===== src/rtl/fpbw_pkg.sv =====
package fpbw_pkg;

    // ************************************************************
    // Geometry
    // ************************************************************
    localparam int ADDR_W       = 18;
    localparam int DATA_W       = 32;
    localparam int BYTE_W       = 8;
    localparam int LANES        = 4;
    localparam int BLK_BYTES    = 16;
    localparam int BLK_OFS_W    = 4;
    localparam int PAGE_BLKS    = 8;
    localparam int BLK_IDX_W    = 3;
    localparam int PAGE_BYTES   = 128;
    localparam int PAGE_OFS_W   = 7;
    localparam int PAGE_NUM_W   = 11;
    localparam int PAGES        = 2048;

    // ************************************************************
    // Width select encodings
    // ************************************************************
    localparam logic [1:0] WSEL_1B  = 2'h0;
    localparam logic [1:0] WSEL_2B  = 2'h1;

    localparam logic [1:0] ALIGN_1B = 2'h3;
    localparam logic [1:0] ALIGN_2B = 2'h2;
    localparam logic [1:0] ALIGN_4B = 2'h0;

    localparam logic [3:0] MASK_1B  = 4'h1;
    localparam logic [3:0] MASK_2B  = 4'h3;
    localparam logic [3:0] MASK_4B  = 4'hF;

    // ************************************************************
    // Carriers
    // ************************************************************
    typedef struct packed {
        logic [ADDR_W-1:0] addr;
        logic [1:0]        access_width_sel;
        logic [DATA_W-1:0] write_data_bus;
    } fpbw_wreq_t;

    typedef enum logic [1:0] {
        ST_IDLE,
        ST_FETCH,
        ST_LOAD,
        ST_MERGE
    } fpbw_state_t;

endpackage

===== src/rtl/fpbw_flash_block.sv =====
`timescale 1ns/10ps

// Notes on behaviour
// - Accesses are one, two or four bytes wide only.
// - Writing an unbuffered page first fetches the whole page from the array.
// - Addressed block goes into block buffer; addressed bytes replaced by write data.
// - Updated block buffer is copied into its page buffer block.
// - Writes to the held block update both buffers without reloading.
// - Write to another block loads it from page buffer first.
// - Width select 00 one byte, 01 two bytes, 10/11 four bytes.
// - Addresses resolve to single 8-bit bytes.
// - Two-byte ignores address bit 0; four-byte ignores bits 1:0.
module fpbw_flash_block (
    input  wire logic                       core_clk,
    input  wire logic                       sys_rst,
    input  wire logic                       clk_en,
    input  wire logic                       wr_req,
    input  wire fpbw_pkg::fpbw_wreq_t       wr_info,
    output logic                            busy,
    output logic                            wr_done,
    output logic [fpbw_pkg::PAGE_NUM_W-1:0] page_num,
    output logic                            page_valid,
    output logic [fpbw_pkg::BLK_IDX_W-1:0]  blk_idx,
    output logic                            blk_valid
);

    // ************************************************************
    // Storage
    // ************************************************************
    logic [fpbw_pkg::BYTE_W-1:0] array_mem  [fpbw_pkg::PAGES]
                                            [fpbw_pkg::PAGE_BYTES];
    logic [fpbw_pkg::BYTE_W-1:0] page_buf_q [fpbw_pkg::PAGE_BYTES];
    logic [fpbw_pkg::BYTE_W-1:0] blk_buf_q  [fpbw_pkg::BLK_BYTES];
    // Next-value copies of both buffers
    logic [fpbw_pkg::BYTE_W-1:0] page_buf_d [fpbw_pkg::PAGE_BYTES];
    logic [fpbw_pkg::BYTE_W-1:0] blk_buf_d  [fpbw_pkg::BLK_BYTES];

    fpbw_pkg::fpbw_state_t              state_q, state_d;
    fpbw_pkg::fpbw_wreq_t               req_q, req_d;
    logic [fpbw_pkg::PAGE_NUM_W-1:0]    page_q, page_d;
    logic                               pval_q, pval_d;
    logic [fpbw_pkg::BLK_IDX_W-1:0]     blk_q, blk_d;
    logic                               bval_q, bval_d;
    logic [fpbw_pkg::PAGE_OFS_W-1:0]    fcnt_q, fcnt_d;
    logic                               done_q, done_d;

    logic [fpbw_pkg::PAGE_NUM_W-1:0]    req_page;
    logic [fpbw_pkg::BLK_IDX_W-1:0]     req_blk;
    logic [fpbw_pkg::BLK_OFS_W-1:0]     req_ofs;
    logic [1:0]                         align_mask;
    logic [3:0]                         lane_en;
    logic [fpbw_pkg::BLK_OFS_W-1:0]     lane_ofs  [fpbw_pkg::LANES];
    logic [fpbw_pkg::BYTE_W-1:0]        lane_byte [fpbw_pkg::LANES];

    // ************************************************************
    // Address split and width decode
    // ************************************************************
    always_comb begin
        unique case (req_q.access_width_sel)
            fpbw_pkg::WSEL_1B: begin
                align_mask = fpbw_pkg::ALIGN_1B;
                lane_en    = fpbw_pkg::MASK_1B;
            end
            fpbw_pkg::WSEL_2B: begin
                align_mask = fpbw_pkg::ALIGN_2B;
                lane_en    = fpbw_pkg::MASK_2B;
            end
            // Codes 10 and 11 both take four bytes
            default: begin
                align_mask = fpbw_pkg::ALIGN_4B;
                lane_en    = fpbw_pkg::MASK_4B;
            end
        endcase
        req_page = req_q.addr[fpbw_pkg::ADDR_W-1:fpbw_pkg::PAGE_OFS_W];
        req_blk  = req_q.addr[fpbw_pkg::PAGE_OFS_W-1:fpbw_pkg::BLK_OFS_W];
        // Byte resolution, low bits dropped per width
        req_ofs  = {req_q.addr[fpbw_pkg::BLK_OFS_W-1:2],
                    req_q.addr[1:0] & align_mask};
    end

    // ************************************************************
    // Control
    // ************************************************************
    always_comb begin
        state_d = state_q;
        req_d   = req_q;
        page_d  = page_q;
        pval_d  = pval_q;
        blk_d   = blk_q;
        bval_d  = bval_q;
        fcnt_d  = fcnt_q;
        done_d  = 1'b0;
        case (state_q)
            fpbw_pkg::ST_IDLE: begin
                // Only taken while idle; requests while busy are dropped
                if (wr_req) begin
                    req_d   = wr_info;
                    state_d = fpbw_pkg::ST_MERGE;
                    if (!pval_q || (page_q != wr_info.addr[
                        fpbw_pkg::ADDR_W-1:fpbw_pkg::PAGE_OFS_W])) begin
                        state_d = fpbw_pkg::ST_FETCH;
                        fcnt_d  = '0;
                    end else if (!bval_q || (blk_q != wr_info.addr[
                        fpbw_pkg::PAGE_OFS_W-1:fpbw_pkg::BLK_OFS_W])) begin
                        state_d = fpbw_pkg::ST_LOAD;
                    end
                end
            end
            fpbw_pkg::ST_FETCH: begin
                fcnt_d = fcnt_q + 1'b1;
                if (fcnt_q == fpbw_pkg::PAGE_OFS_W'(fpbw_pkg::PAGE_BYTES - 1))
                begin
                    page_d  = req_page;
                    pval_d  = 1'b1;
                    // Old block copy belonged to the old page
                    bval_d  = 1'b0;
                    state_d = fpbw_pkg::ST_LOAD;
                end
            end
            fpbw_pkg::ST_LOAD: begin
                blk_d   = req_blk;
                bval_d  = 1'b1;
                state_d = fpbw_pkg::ST_MERGE;
            end
            fpbw_pkg::ST_MERGE: begin
                // Both buffers take the bytes at this edge
                done_d  = 1'b1;
                state_d = fpbw_pkg::ST_IDLE;
            end
            default: state_d = fpbw_pkg::ST_IDLE;
        endcase
    end

    always_ff @(posedge core_clk) begin
        if (sys_rst) begin
            state_q <= fpbw_pkg::ST_IDLE;
            req_q   <= '0;
            page_q  <= '0;
            pval_q  <= 1'b0;
            blk_q   <= '0;
            bval_q  <= 1'b0;
            fcnt_q  <= '0;
            done_q  <= 1'b0;
        end else if (clk_en) begin
            state_q <= state_d;
            req_q   <= req_d;
            page_q  <= page_d;
            pval_q  <= pval_d;
            blk_q   <= blk_d;
            bval_q  <= bval_d;
            fcnt_q  <= fcnt_d;
            done_q  <= done_d;
        end
    end

    // ************************************************************
    // Lane mapping, one generate branch per byte lane
    // ************************************************************
    for (genvar l = 0; l < fpbw_pkg::LANES; l++) begin : g_lane
        // Lane l lands at aligned base plus l
        assign lane_ofs[l]  = req_ofs + fpbw_pkg::BLK_OFS_W'(l);
        assign lane_byte[l] = req_q.write_data_bus[l*fpbw_pkg::BYTE_W +:
                                                   fpbw_pkg::BYTE_W];
    end

    // ************************************************************
    // Buffer datapath
    // ************************************************************
    always_comb begin
        page_buf_d = page_buf_q;
        blk_buf_d  = blk_buf_q;
        if (state_q == fpbw_pkg::ST_FETCH) begin
            page_buf_d[fcnt_q] = array_mem[req_page][fcnt_q];
        end

        if (state_q == fpbw_pkg::ST_LOAD) begin
            for (int i = 0; i < fpbw_pkg::BLK_BYTES; i++) begin
                blk_buf_d[i] = page_buf_q[{req_blk,
                                fpbw_pkg::BLK_OFS_W'(i)}];
            end
        end

        if (state_q == fpbw_pkg::ST_MERGE) begin
            for (int l = 0; l < fpbw_pkg::LANES; l++) begin
                if (lane_en[l]) begin
                    blk_buf_d[lane_ofs[l]] = lane_byte[l];
                    // Same bytes into the page copy keeps both in step
                    page_buf_d[{req_blk, lane_ofs[l]}] =
                        lane_byte[l];
                end
            end
        end
    end

    // Buffers are not reset; only fetched or written bytes matter
    always_ff @(posedge core_clk) begin
        if (clk_en) begin
            page_buf_q <= page_buf_d;
            blk_buf_q  <= blk_buf_d;
        end
    end

    // Array is read only on this path; programming lives elsewhere
    initial begin
        for (int p = 0; p < fpbw_pkg::PAGES; p++) begin
            for (int b = 0; b < fpbw_pkg::PAGE_BYTES; b++) begin
                array_mem[p][b] = '1;
            end
        end
    end

    // ************************************************************
    // Outputs
    // ************************************************************
    // Busy decoded straight from the state register
    assign busy       = (state_q != fpbw_pkg::ST_IDLE);
    assign wr_done    = done_q;
    assign page_num   = page_q;
    assign page_valid = pval_q;
    assign blk_idx    = blk_q;
    assign blk_valid  = bval_q;

endmodule // fpbw_flash_block


===== config.mk =====
export PLATFORM = sky130hd
export DESIGN_NAME = fpbw_flash_block
export DESIGN_NICKNAME = d
export VERILOG_FILES = /design/src/rtl/fpbw_pkg.sv /design/src/rtl/fpbw_flash_block.sv
export SDC_FILE = /design/constraint.sdc
export NUM_CORES = 1
export LEC_CHECK = 0
export BUFFER_PORTS_ARGS = -buffer_cell sky130_fd_sc_hd__buf_2
export CORE_MARGIN = 8
export CORE_UTILIZATION = 25
export CTS_BUF_LIST = sky130_fd_sc_hd__clkbuf_8
export DETAILED_ROUTE_END_ITERATION = 8
export HOLD_SLACK_MARGIN = 0.05
export PLACE_DENSITY = 0.5
export SYNTH_ARGS = -nofsm -noshare
export SYNTH_HDL_FRONTEND = slang
export SYNTH_SLANG_ARGS = --single-unit

===== constraint.sdc =====
create_clock -name core_clk -period 1.7 [get_ports core_clk]
set_input_delay 0.34 -clock core_clk [delete_from_list [all_inputs] [get_ports core_clk]]
set_output_delay 0.34 -clock core_clk [all_outputs]
set_load 0.1 [all_outputs]

### Word-level counts from Yosys, hierarchy flattened

Index checks and enable logic that the tools add are counted.

| word-level totals | value |
|---|---|
| bits in registers | 44 |
| bits in latches | 0 |
| bits in writable memories | 0 |
| bits in read-only memories | 0 |
| input bits | 56 |
| output and inout port bits | 18 |
| word-level logic and storage cells | 43 |
| memories | 0 |

| cells by class | value |
|---|---|
| add/sub/neg operators | 1 |
| multipliers | 0 |
| divide/modulo/power cells | 0 |
| order comparisons | 0 |
| equal/unequal tests | 9 |
| shift operators | 0 |
| muxes and demuxes | 11 |
| bitwise logic cells | 0 |
| reduce and logical (&&, ||, !) cells | 14 |

Operators with widths:

| operator | number |
|---|---|
| $mux W7 | 2 |
| $pmux W7 S2 | 1 |
| $reduce_and A3 Y1 | 4 |
| $ne A11 B11 Y1 | 1 |
| $pmux W2 S4 | 1 |
| $add A7 B1 Y7 const B | 1 |
| $eq A7 B7 Y1 const B | 1 |
| $mux W2 | 3 |
| $ne A2 B2 Y1 const B | 3 |
| $reduce_bool A2 Y1 | 3 |
| $eq A2 B2 Y1 const B | 2 |
| $reduce_and A4 Y1 | 1 |
| $mux W1 | 3 |
| $ne A3 B3 Y1 | 1 |
| $eq A2 B1 Y1 const B | 1 |
| $logic_not A1 Y1 | 2 |
| $logic_not A2 Y1 | 1 |
| $logic_or A1 B1 Y1 | 2 |
| $pmux W1 S2 | 1 |
| $reduce_and A2 Y1 | 1 |

### Depth between registers and ports, before layout

Gate-level depths: netlist (run 1).

| depth | value |
|---|---|
| depth after elaboration | 6 |
| depth in mapped cells | 8 |
| depth with buffers taken out | 7 |

### Worst setup path before layout (run 1)

OpenSTA, ideal clock, no wires.

| path | value |
|---|---|
| kind | reg-to-reg |
| start | register page_q, in the netlist page_num[1] |
| end | register fcnt_q[3] (netlist bit) |
| setup time | 125 ps |
| data arrival time | 2099 ps |
| data required time | 1575 ps |
| setup slack | -524 ps |
| stages on the path, launching flop included | 7 |
| buffers on the path | 0 |
| cells stage by stage | dfxtp_1 > xnor2_1 > nand4_1 > nor4_1 > o21ai_1 > nand4b_1 > o32ai_1 |

| on the way | value |
|---|---|
| word-level cells in the longest chain between the ends | 4 |

Ends and longest elaborated chain:

| element | RTL line | text |
|---|---|---|
| start: declaration | fpbw_flash_block.sv:40 | `logic [fpbw_pkg::PAGE_NUM_W-1:0] page_q, page_d;` |
| start signal: assignment | fpbw_flash_block.sv:147 | `page_q <= page_d;` |
| $ne A11 B11 Y1 | fpbw_flash_block.sv:99 | `if (!pval_q \|\| (page_q != wr_info.addr[` |
| $logic_or A1 B1 Y1 | fpbw_flash_block.sv:99 |  |
| $ne A2 B2 Y1 (no line) | n/a |  |
| $reduce_and A4 Y1 (no line) | n/a |  |
| end signal: assignment | fpbw_flash_block.sv:151 | `fcnt_q <= fcnt_d;` |
| end: declaration | fpbw_flash_block.sv:44 | `logic [fpbw_pkg::PAGE_OFS_W-1:0] fcnt_q, fcnt_d;` |

No other way between the ends.
A chain may end at the register's enable or synchronous reset.

### Worst setup path in the final report (run 1)

| path | value |
|---|---|
| start | register page_q, in the netlist page_num[1] |
| end | register state_q[1] |

| on the way | value |
|---|---|
| word-level cells in the longest chain between the ends | 5 |

Ends and longest elaborated chain:

| element | RTL line | text |
|---|---|---|
| $ne A11 B11 Y1 | fpbw_flash_block.sv:99 |  |
| $logic_or A1 B1 Y1 | fpbw_flash_block.sv:99 |  |
| $mux W2 | fpbw_flash_block.sv:99 |  |
| $mux W2 | fpbw_flash_block.sv:96 | `if (wr_req) begin` |
| $pmux W2 S4 | fpbw_flash_block.sv:93 | `case (state_q)` |
| end signal: assignment | fpbw_flash_block.sv:136 | `state_q <= fpbw_pkg::ST_IDLE;` |
| end signal: assignment | fpbw_flash_block.sv:145 | `state_q <= state_d;` |
| end: declaration | fpbw_flash_block.sv:38 | `fpbw_pkg::fpbw_state_t state_q, state_d;` |

No other way between the ends. The select of a mux whose other input is x is not followed.

==> results list, run 1 <==
- Syn nets: 287
* Share of the core filled with cells: 0.361
- R2R setup slack: -0.02 ns
- # Max-Cap Violations: 0
- Flip-flop and latch count after synthesis: 40
- The signal on the critical path passes through xnor2_2 -> buf_4 -> nand4_1 -> nor4_4 -> buf_4 -> mux2i_1 -> a211oi_1.
- Worst hold path stage count: 3
- The die is 103 um tall.
- At the end of the flow, the number of nets in the layout was 345.
- Counting along the longest clock path gives a buffer depth of 2.
- During synthesis, Yosys emitted a total of 0 warnings.
* Hold Path Origin: wr_info[47]
- The flow ran to the end, but the final reports show violations.
* Slew at the pin closest to its max-slew limit: 0.493 ns
- Number of enable flip-flop cells after synthesis: 0
- Crit end category: register
- Of the synthesized area, sequential elements account for 0.421.
- Worst Path Arrival: 1.93 ns
- Count of pins over their slew limit: 0
- Among the stages of the critical path, the cell type that occurs most often is sky130_fd_sc_hd__buf_4.
* Number of vias per cell: 4.53
- Slack of the critical path: -0.0179 ns
- The number of placed instances, taps included, is 374.
- sky130_fd_sc_hd__dfxtp_1 is the most common cell in the netlist.
* Number of endpoints failing setup at the final stage: 3
* Total I/O pin count: 74
* CTS H-Tree Depth: 2
- The first detailed-routing pass ran for 4 iterations.
* Synth top cells by count: sky130_fd_sc_hd__dfxtp_1, sky130_fd_sc_hd__nand2_1, sky130_fd_sc_hd__a21oi_1
- 0 antenna diodes ended up in the layout.
- Vias in the first global route: 1800
* DR DRC count: 0
- Post-detailed-placement cell area: 2450 sq um
- For this block, the via count after detailed routing is 1736.
- Wires add up to 4990 um.
* Initial DRC Count: 112
- At the end of routability-driven placement, the weighted congestion stood at 0.733.
- Detailed placement finished with a half-perimeter wire length of 3720 um.
- Worst IR Drop VDD: 0.363 mV
- Clock Sinks: 40
- Horizontal die dimension: 103 um
* Total core area: 7290 sq um
- Setup repair after global routing could not meet its margin everywhere.
- WP buf/inv: 2
- Share of synthesized registers carrying an async set or reset: 0
- The number of hold buffers added after CTS was 0.
- Clock latency on the worst-skew pair, taken at its later pin, is 0.30 ns.
- The checks that failed: negative setup slack.
- The clock arrives with 0.00865 ns of skew.
- Area enclosed by the die boundary: 10600 sq um
* Crit path time final: 1.72 ns
* Portion of synthesized cell area occupied by the leading cell type: 0.421
- STA classifies the critical path startpoint as a register.
* Post-route insts no fill: 383
- Average cell area after synthesis: 8.45 sq um
- Startpoint of the lowest-slack register-to-register path: page_num[1]
- CTS Root Cell: sky130_fd_sc_hd__clkbuf_8
* Hold Path End: req_page[6]
- For this configuration, the core starts out at a cell density of 0.261.
- Post-Layout Inst Area: 2630 sq um
* Std-Cell Rows: 31
* Syn Std Cell Area: 1900 sq um
- Total power divided by cell area: 819 nW/um^2
- Sorting the synthesized cells by area gives the leading types as sky130_fd_sc_hd__dfxtp_1, sky130_fd_sc_hd__nand2_1, sky130_fd_sc_hd__mux2i_1, sky130_fd_sc_hd__a21oi_1, sky130_fd_sc_hd__xnor2_1.
- Share of layout cells above drive strength 1: 0.356
* Crit path max fanout: 2
- Global route total overflow: 0
- Worst hold margin: 0.295 ns
- The critical path in this run is classified as register to register.
- Num CTS Buffers: 5
- The analysis attributes to cell leakage a power of 0.00111 uW.
- Tot GR Track Use: 0.104
* Crit-path leading delay family: simple AND/OR/NAND/NOR gates
* Post-synthesis cell type with the largest combined area: sky130_fd_sc_hd__dfxtp_1
* Antenna violations before repair: 0
- Of the available clock period, the critical path in the final layout requires 1.01.
* TritonCTS clock tree: built
- Worst Reg2Reg Path Length in Cells: 7
- Avg WL per Cell: 13.0 um
* Cell variety after synth: 33
- Cells after synthesis: 225
- The most used flip-flop cell after synthesis is sky130_fd_sc_hd__dfxtp_1.
- Area grow syn2layout: 38.5%
- Pin count of the biggest net entering global routing: 17
- For this run, the top clock speed supported by timing is 0.582 GHz.
- The hold violation total from the final report is 0.
- Headroom to the max-slew limit came out at 0.674.
- Clock-pin slew reported for the worst setup and hold paths after clock tree synthesis: 0.08 ns
- In this run the critical register-to-register path is captured at state_q[1].
- Max stage delay on crit path: 0.40 ns
- Slowest cell on crit path: sky130_fd_sc_hd__nor4_4
- The path class of the tightest hold or removal check is primary input to register.
* Count of nets left with antenna violations after detail routing: 0
- Buffers added on ports: 35
- The first global-routing pass estimated 8670 um of wire.
* Data required time of the critical path: 1.91 ns
* Fin Setup TNS: -0.0275 ns
## layer usage
layer	share of wire	vias to the layer above	wire length [um]	global-route usage
met5	0	-	0	0
met4	0.016	0	81	0.0400
met3	0.043	7	215	0.0268
met2	0.46	29	2310	0.169
met1	0.48	818	2380	0.128
li1	-	882	-	-
## final cells by class
class                   instances  area, sq um
inverters                      10         41.3
well taps                      99          124
fillers                       801         4660
clock inverters                 3         42.5
flip-flops and latches         40          846
repair buffers                 62          425
multi-input cells             164         1080
clock buffers                   5         68.8
## where the power goes
| part | switching [uW] | internal (uW) | total (uW) | leakage, uW |
|---|---|---|---|---|
| sequential | 17.3 | 948 | 965 | 0.000334 |
| combinational | 233 | 170 | 404 | 0.000723 |
| clock | 354 | 435 | 788 | 0.0000541 |
| total | 604 | 1550 | 2160 | 0.00111 |
## state kept, by name, indices dropped and copies added (netlist names)
| signal | count |
|---|---|
| page_num | 11 |
| state_q | 2 |
| blk_valid | 1 |
| wr_done | 1 |
| req_page | 11 |
| fcnt_q | 7 |
| page_valid | 1 |
| req_blk | 3 |
| blk_idx | 3 |
## cells in the final DEF (no fill, tap or decap), drive strengths merged, types with 3 or more instances in the layout
master | Yosys | final
a21oi | 26 | 26
buf | 4 | 62
clkbuf | 7 | 5
dfxtp | 40 | 40
ha | 6 | 6
inv | 10 | 9
mux2i | 14 | 14
nand2 | 38 | 38
nand2b | 12 | 12
nand3 | 9 | 9
nand4 | 8 | 8
nor2 | 15 | 15
o21ai | 3 | 3
o32ai | 4 | 4
xnor2 | 10 | 10
## worst reg2reg max path, cell delays in order, from the launching register on
cell and delay, ns:
sky130_fd_sc_hd__dfxtp_4 0.36, sky130_fd_sc_hd__xnor2_2 0.12, sky130_fd_sc_hd__buf_4 0.14, sky130_fd_sc_hd__nand4_1 0.14, sky130_fd_sc_hd__nor4_4 0.40, sky130_fd_sc_hd__buf_4 0.18
sky130_fd_sc_hd__mux2i_1 0.06, sky130_fd_sc_hd__a211oi_1 0.24
## stage by stage
step	power [uW]	setup slack (ns)
finish	2160	-0.0179
global placement	1380	-0.229
CTS	2180	-0.0585
global route	2270	-0.0927
floorplan	1230	0.00618
detailed placement	1380	-0.231
## repair_timing
action,CTS,global route
gates resized for setup,3,7
pin swaps,7,12
setup endpoints to repair,10,18
setup buffers,1,1
## cells by family after synthesis
group / count (synthesis) / share of synthesized area
buf+inv: 21 / 0.0540
simple gates: 94 / 0.242
fa+ha+maj: 6 / 0.0395
mux: 14 / 0.0737
compound gates: 40 / 0.124
xor+xnor: 10 / 0.0461
flops: 40 / 0.421
## how the worst max path moves through the flow
| stage | start | end | slack [ns] | cells after the start |
|---|---|---|---|---|
| global route | page_num[1] | state_q[0] | -0.09 | 8 |
| CTS | page_num[0] | fcnt_q[4] | -0.06 | 7 |
| global placement | wr_info[42] | fcnt_q[3] | -0.23 | 8 |
| floorplan | fcnt_q[1] | page_num[5] | 0.006 | 8 |
| finish | page_num[1] | state_q[1] | -0.02 | 7 |
| detailed placement | wr_info[42] | fcnt_q[5] | -0.23 | 8 |
Note: power is estimated with default switching activity, not from simulation.
==> inputs of run 2 (changes only) <==
--- a/config.mk
+++ b/config.mk
@@ -7,11 +7,11 @@
 export LEC_CHECK = 0
 export BUFFER_PORTS_ARGS = -buffer_cell sky130_fd_sc_hd__buf_2
 export CORE_MARGIN = 8
-export CORE_UTILIZATION = 25
+export CORE_UTILIZATION = 45
 export CTS_BUF_LIST = sky130_fd_sc_hd__clkbuf_8
 export DETAILED_ROUTE_END_ITERATION = 8
 export HOLD_SLACK_MARGIN = 0.05
-export PLACE_DENSITY = 0.5
+export PLACE_DENSITY = 0.8
 export SYNTH_ARGS = -nofsm -noshare
 export SYNTH_HDL_FRONTEND = slang
 export SYNTH_SLANG_ARGS = --single-unit
==> results list, run 2 (same netlist as run 1, synthesis figures left out) <==
- Reg2Reg Capture Point: page_num[7]
- Initial DRC Count: 122
- The tightest hold path in the finished design has a slack of 0.306 ns.
* Count of nets left with antenna violations after detail routing: 0
* Die height: 81.0 um
- In the final layout, the share of cells above drive strength 1 is 0.344.
- Clock tree synthesis selected as its root buffer the cell sky130_fd_sc_hd__clkbuf_8.
- Dividing the detail-routed wire length by the instance count gives 14.1 um.
- The final count of pins violating max slew came to 0.
- R2R setup slack: 0.06 ns
- At the later pin of the worst-skew pair, clock insertion delay measures 0.28 ns.
* Leading cell type in the layout, fill and taps excluded: sky130_fd_sc_hd__nand2_1
- Along the worst hold path, the cell count comes to 3.
- Pin placement for this block handled 74 I/O pins.
- WP buf/inv: 0
* Worst IR Drop VDD: 0.522 mV
* Final cycle utilization of the critical path: 0.962
* Relative slew slack: 0.675
- Across the routed clock network, the largest skew measured is 0.00357 ns.
- Slew at the pin closest to its max-slew limit: 0.491 ns
* Buffers added on ports: 35
- Type of the worst setup path: register to register
- Number of vias per cell: 5.27
- The first detailed-routing pass ran for 4 iterations.
- The die is 81.0 um wide.
- The worst setup path is captured at a register.
- DP HPWL: 3230 um
* # Max-Cap Violations: 0
* Number of endpoints failing setup at the final stage: 0
* Antenna fix cells: 0
* TritonCTS clock tree: built
- Slowest cell on crit path: sky130_fd_sc_hd__or3_4
- After layout, the minimum clock period comes to 1.64 ns.
- Commonest cells after routing, fill and taps aside: sky130_fd_sc_hd__nand2_1, sky130_fd_sc_hd__buf_2, sky130_fd_sc_hd__dfxtp_1, sky130_fd_sc_hd__a21oi_1
- Along the worst path, the maximum fanout reaches 6.
* Worst Path Arrival: 1.81 ns
* Total number of nets in the final design: 334
* Std-Cell Rows: 23
- Total via count in the routed design: 1703
* Antenna violations before repair: 0
- Global route total overflow: 0
* Effective utilization at floorplan: 0.472
* Max stage delay on crit path: 0.41 ns
* DRT Wirelength: 4550 um
- The path with the worst hold slack has its endpoint at req_page[7].
- The first global-routing pass estimated 7030 um of wire.
* Tot GR Track Use: 0.133
- Post-route insts no fill: 323
- Clock tree synthesis found a total of 40 sinks.
- Data required time of the critical path: 1.87 ns
* Unrepaired setup endpoints after global routing: true
- Vias in the first global route: 1614
- Final-report hold violation count: 0
- Buffers inserted to repair hold after CTS numbered 0.
* Total power divided by cell area: 845 nW/um^2
* Clock-pin slew reported for the worst setup and hold paths after clock tree synthesis: 0.08 ns
- Routability-driven placement finished with a final weighted congestion of 0.788.
* P_leak: 0.00104 uW
- Area grow syn2layout: 31.3%
* Class of the worst hold path: primary input to register
- The critical path goes through ha_4 -> nand3_2 -> or2_4 -> or3_4 -> mux2i_2 -> nor2_1.
* Number of cells in the design after placement: 314
- Pin count of the biggest net entering global routing: 27
* Top achievable clock speed: 0.611 GHz
- Area enclosed by the die boundary: 6560 sq um
- On the critical path the largest part of the delay comes from simple AND/OR/NAND/NOR gates.
- Counting cells, the worst reg-to-reg path comes to 6.
- The startpoint identified for the worst register-to-register timing path is fcnt_q[1].
- The clock tree synthesis step divided the H-tree into 2 levels.
* DR DRC count: 0
* Critical Path Start Type: register
* Run status: finished clean
- In this run the most critical hold path is launched from wr_info[48].
- The number of clock buffers added by TritonCTS is 5.
- Counting along the longest clock path gives a buffer depth of 2.
* Total core area: 4030 sq um
## run 2: changes by cell type in the layout (fill, tap and decap cells not counted), moves of 2 or more
cell                      previous run  this run
sky130_fd_sc_hd__buf_12              3         1
sky130_fd_sc_hd__xnor2_1             7         5
sky130_fd_sc_hd__buf_6               2         0
sky130_fd_sc_hd__buf_4              23        15
## run 2: worst max path at each step
stage	start	to	slack (ns)	cells past startpoint
6_report	fcnt_q[1]	page_num[7]	0.06	6
5_1_grt	page_num[8]	fcnt_q[5]	-0.04	6
4_1_cts	page_num[0]	fcnt_q[3]	0.01	6
3_5_place_dp	wr_info[49]	fcnt_q[5]	-0.11	7
3_3_place_gp	wr_info[49]	fcnt_q[5]	-0.13	7
2_1_floorplan	fcnt_q[1]	page_num[5]	0.006	8
## run 2: final cells by class
type | instances | area (sq um)
well taps | 50 | 62.6
multi-input cells | 165 | 1130
clock buffers | 5 | 68.8
inverters | 10 | 41.3
flip-flops and latches | 40 | 846
fillers | 345 | 1530
repair buffers | 50 | 303
clock inverters | 3 | 42.5
## run 2: power by group
group / total (uW) / switching, uW / internal (uW)
registers: 967 / 19.5 / 948
clock network: 759 / 325 / 434
logic: 383 / 226 / 156
## run 2: what timing repair did
action,in CTS,in global routing
endpoints found under the setup margin,11,18
setup buffers,1,0
pin swaps,1,6
gates cloned,0,1
gates resized for setup,1,13
## run 2: per-stage QoR
stage / utilization / setup WS (ns) / area (sq um) / TNS (ns) / total power, uW
floorplan: - / 0.00618 / 1980 / 0 / 1230
global placement: 0.570 / -0.129 / 2300 / -0.884 / 1340
detailed placement: 0.570 / -0.111 / 2300 / -0.779 / 1350
CTS: 0.601 / 0.0134 / 2420 / 0 / 2100
global route: 0.620 / -0.0397 / 2500 / -0.162 / 2200
finish: 0.620 / 0.0639 / 2500 / 0 / 2110
## run 2: metal layers
metal | wire (um) | track usage | up-vias
met5 | 0 | 0 | -
met4 | 94 | 0.0643 | 0
met3 | 172 | 0.0287 | 8
met2 | 2300 | 0.235 | 26
met1 | 1990 | 0.147 | 803
li1 | - | - | 866
## run 2: tightest hold or removal path, stage by stage
cell and delay (ns):
sky130_fd_sc_hd__buf_2 0.11, sky130_fd_sc_hd__nand2_1 0.05, sky130_fd_sc_hd__a21oi_1 0.05
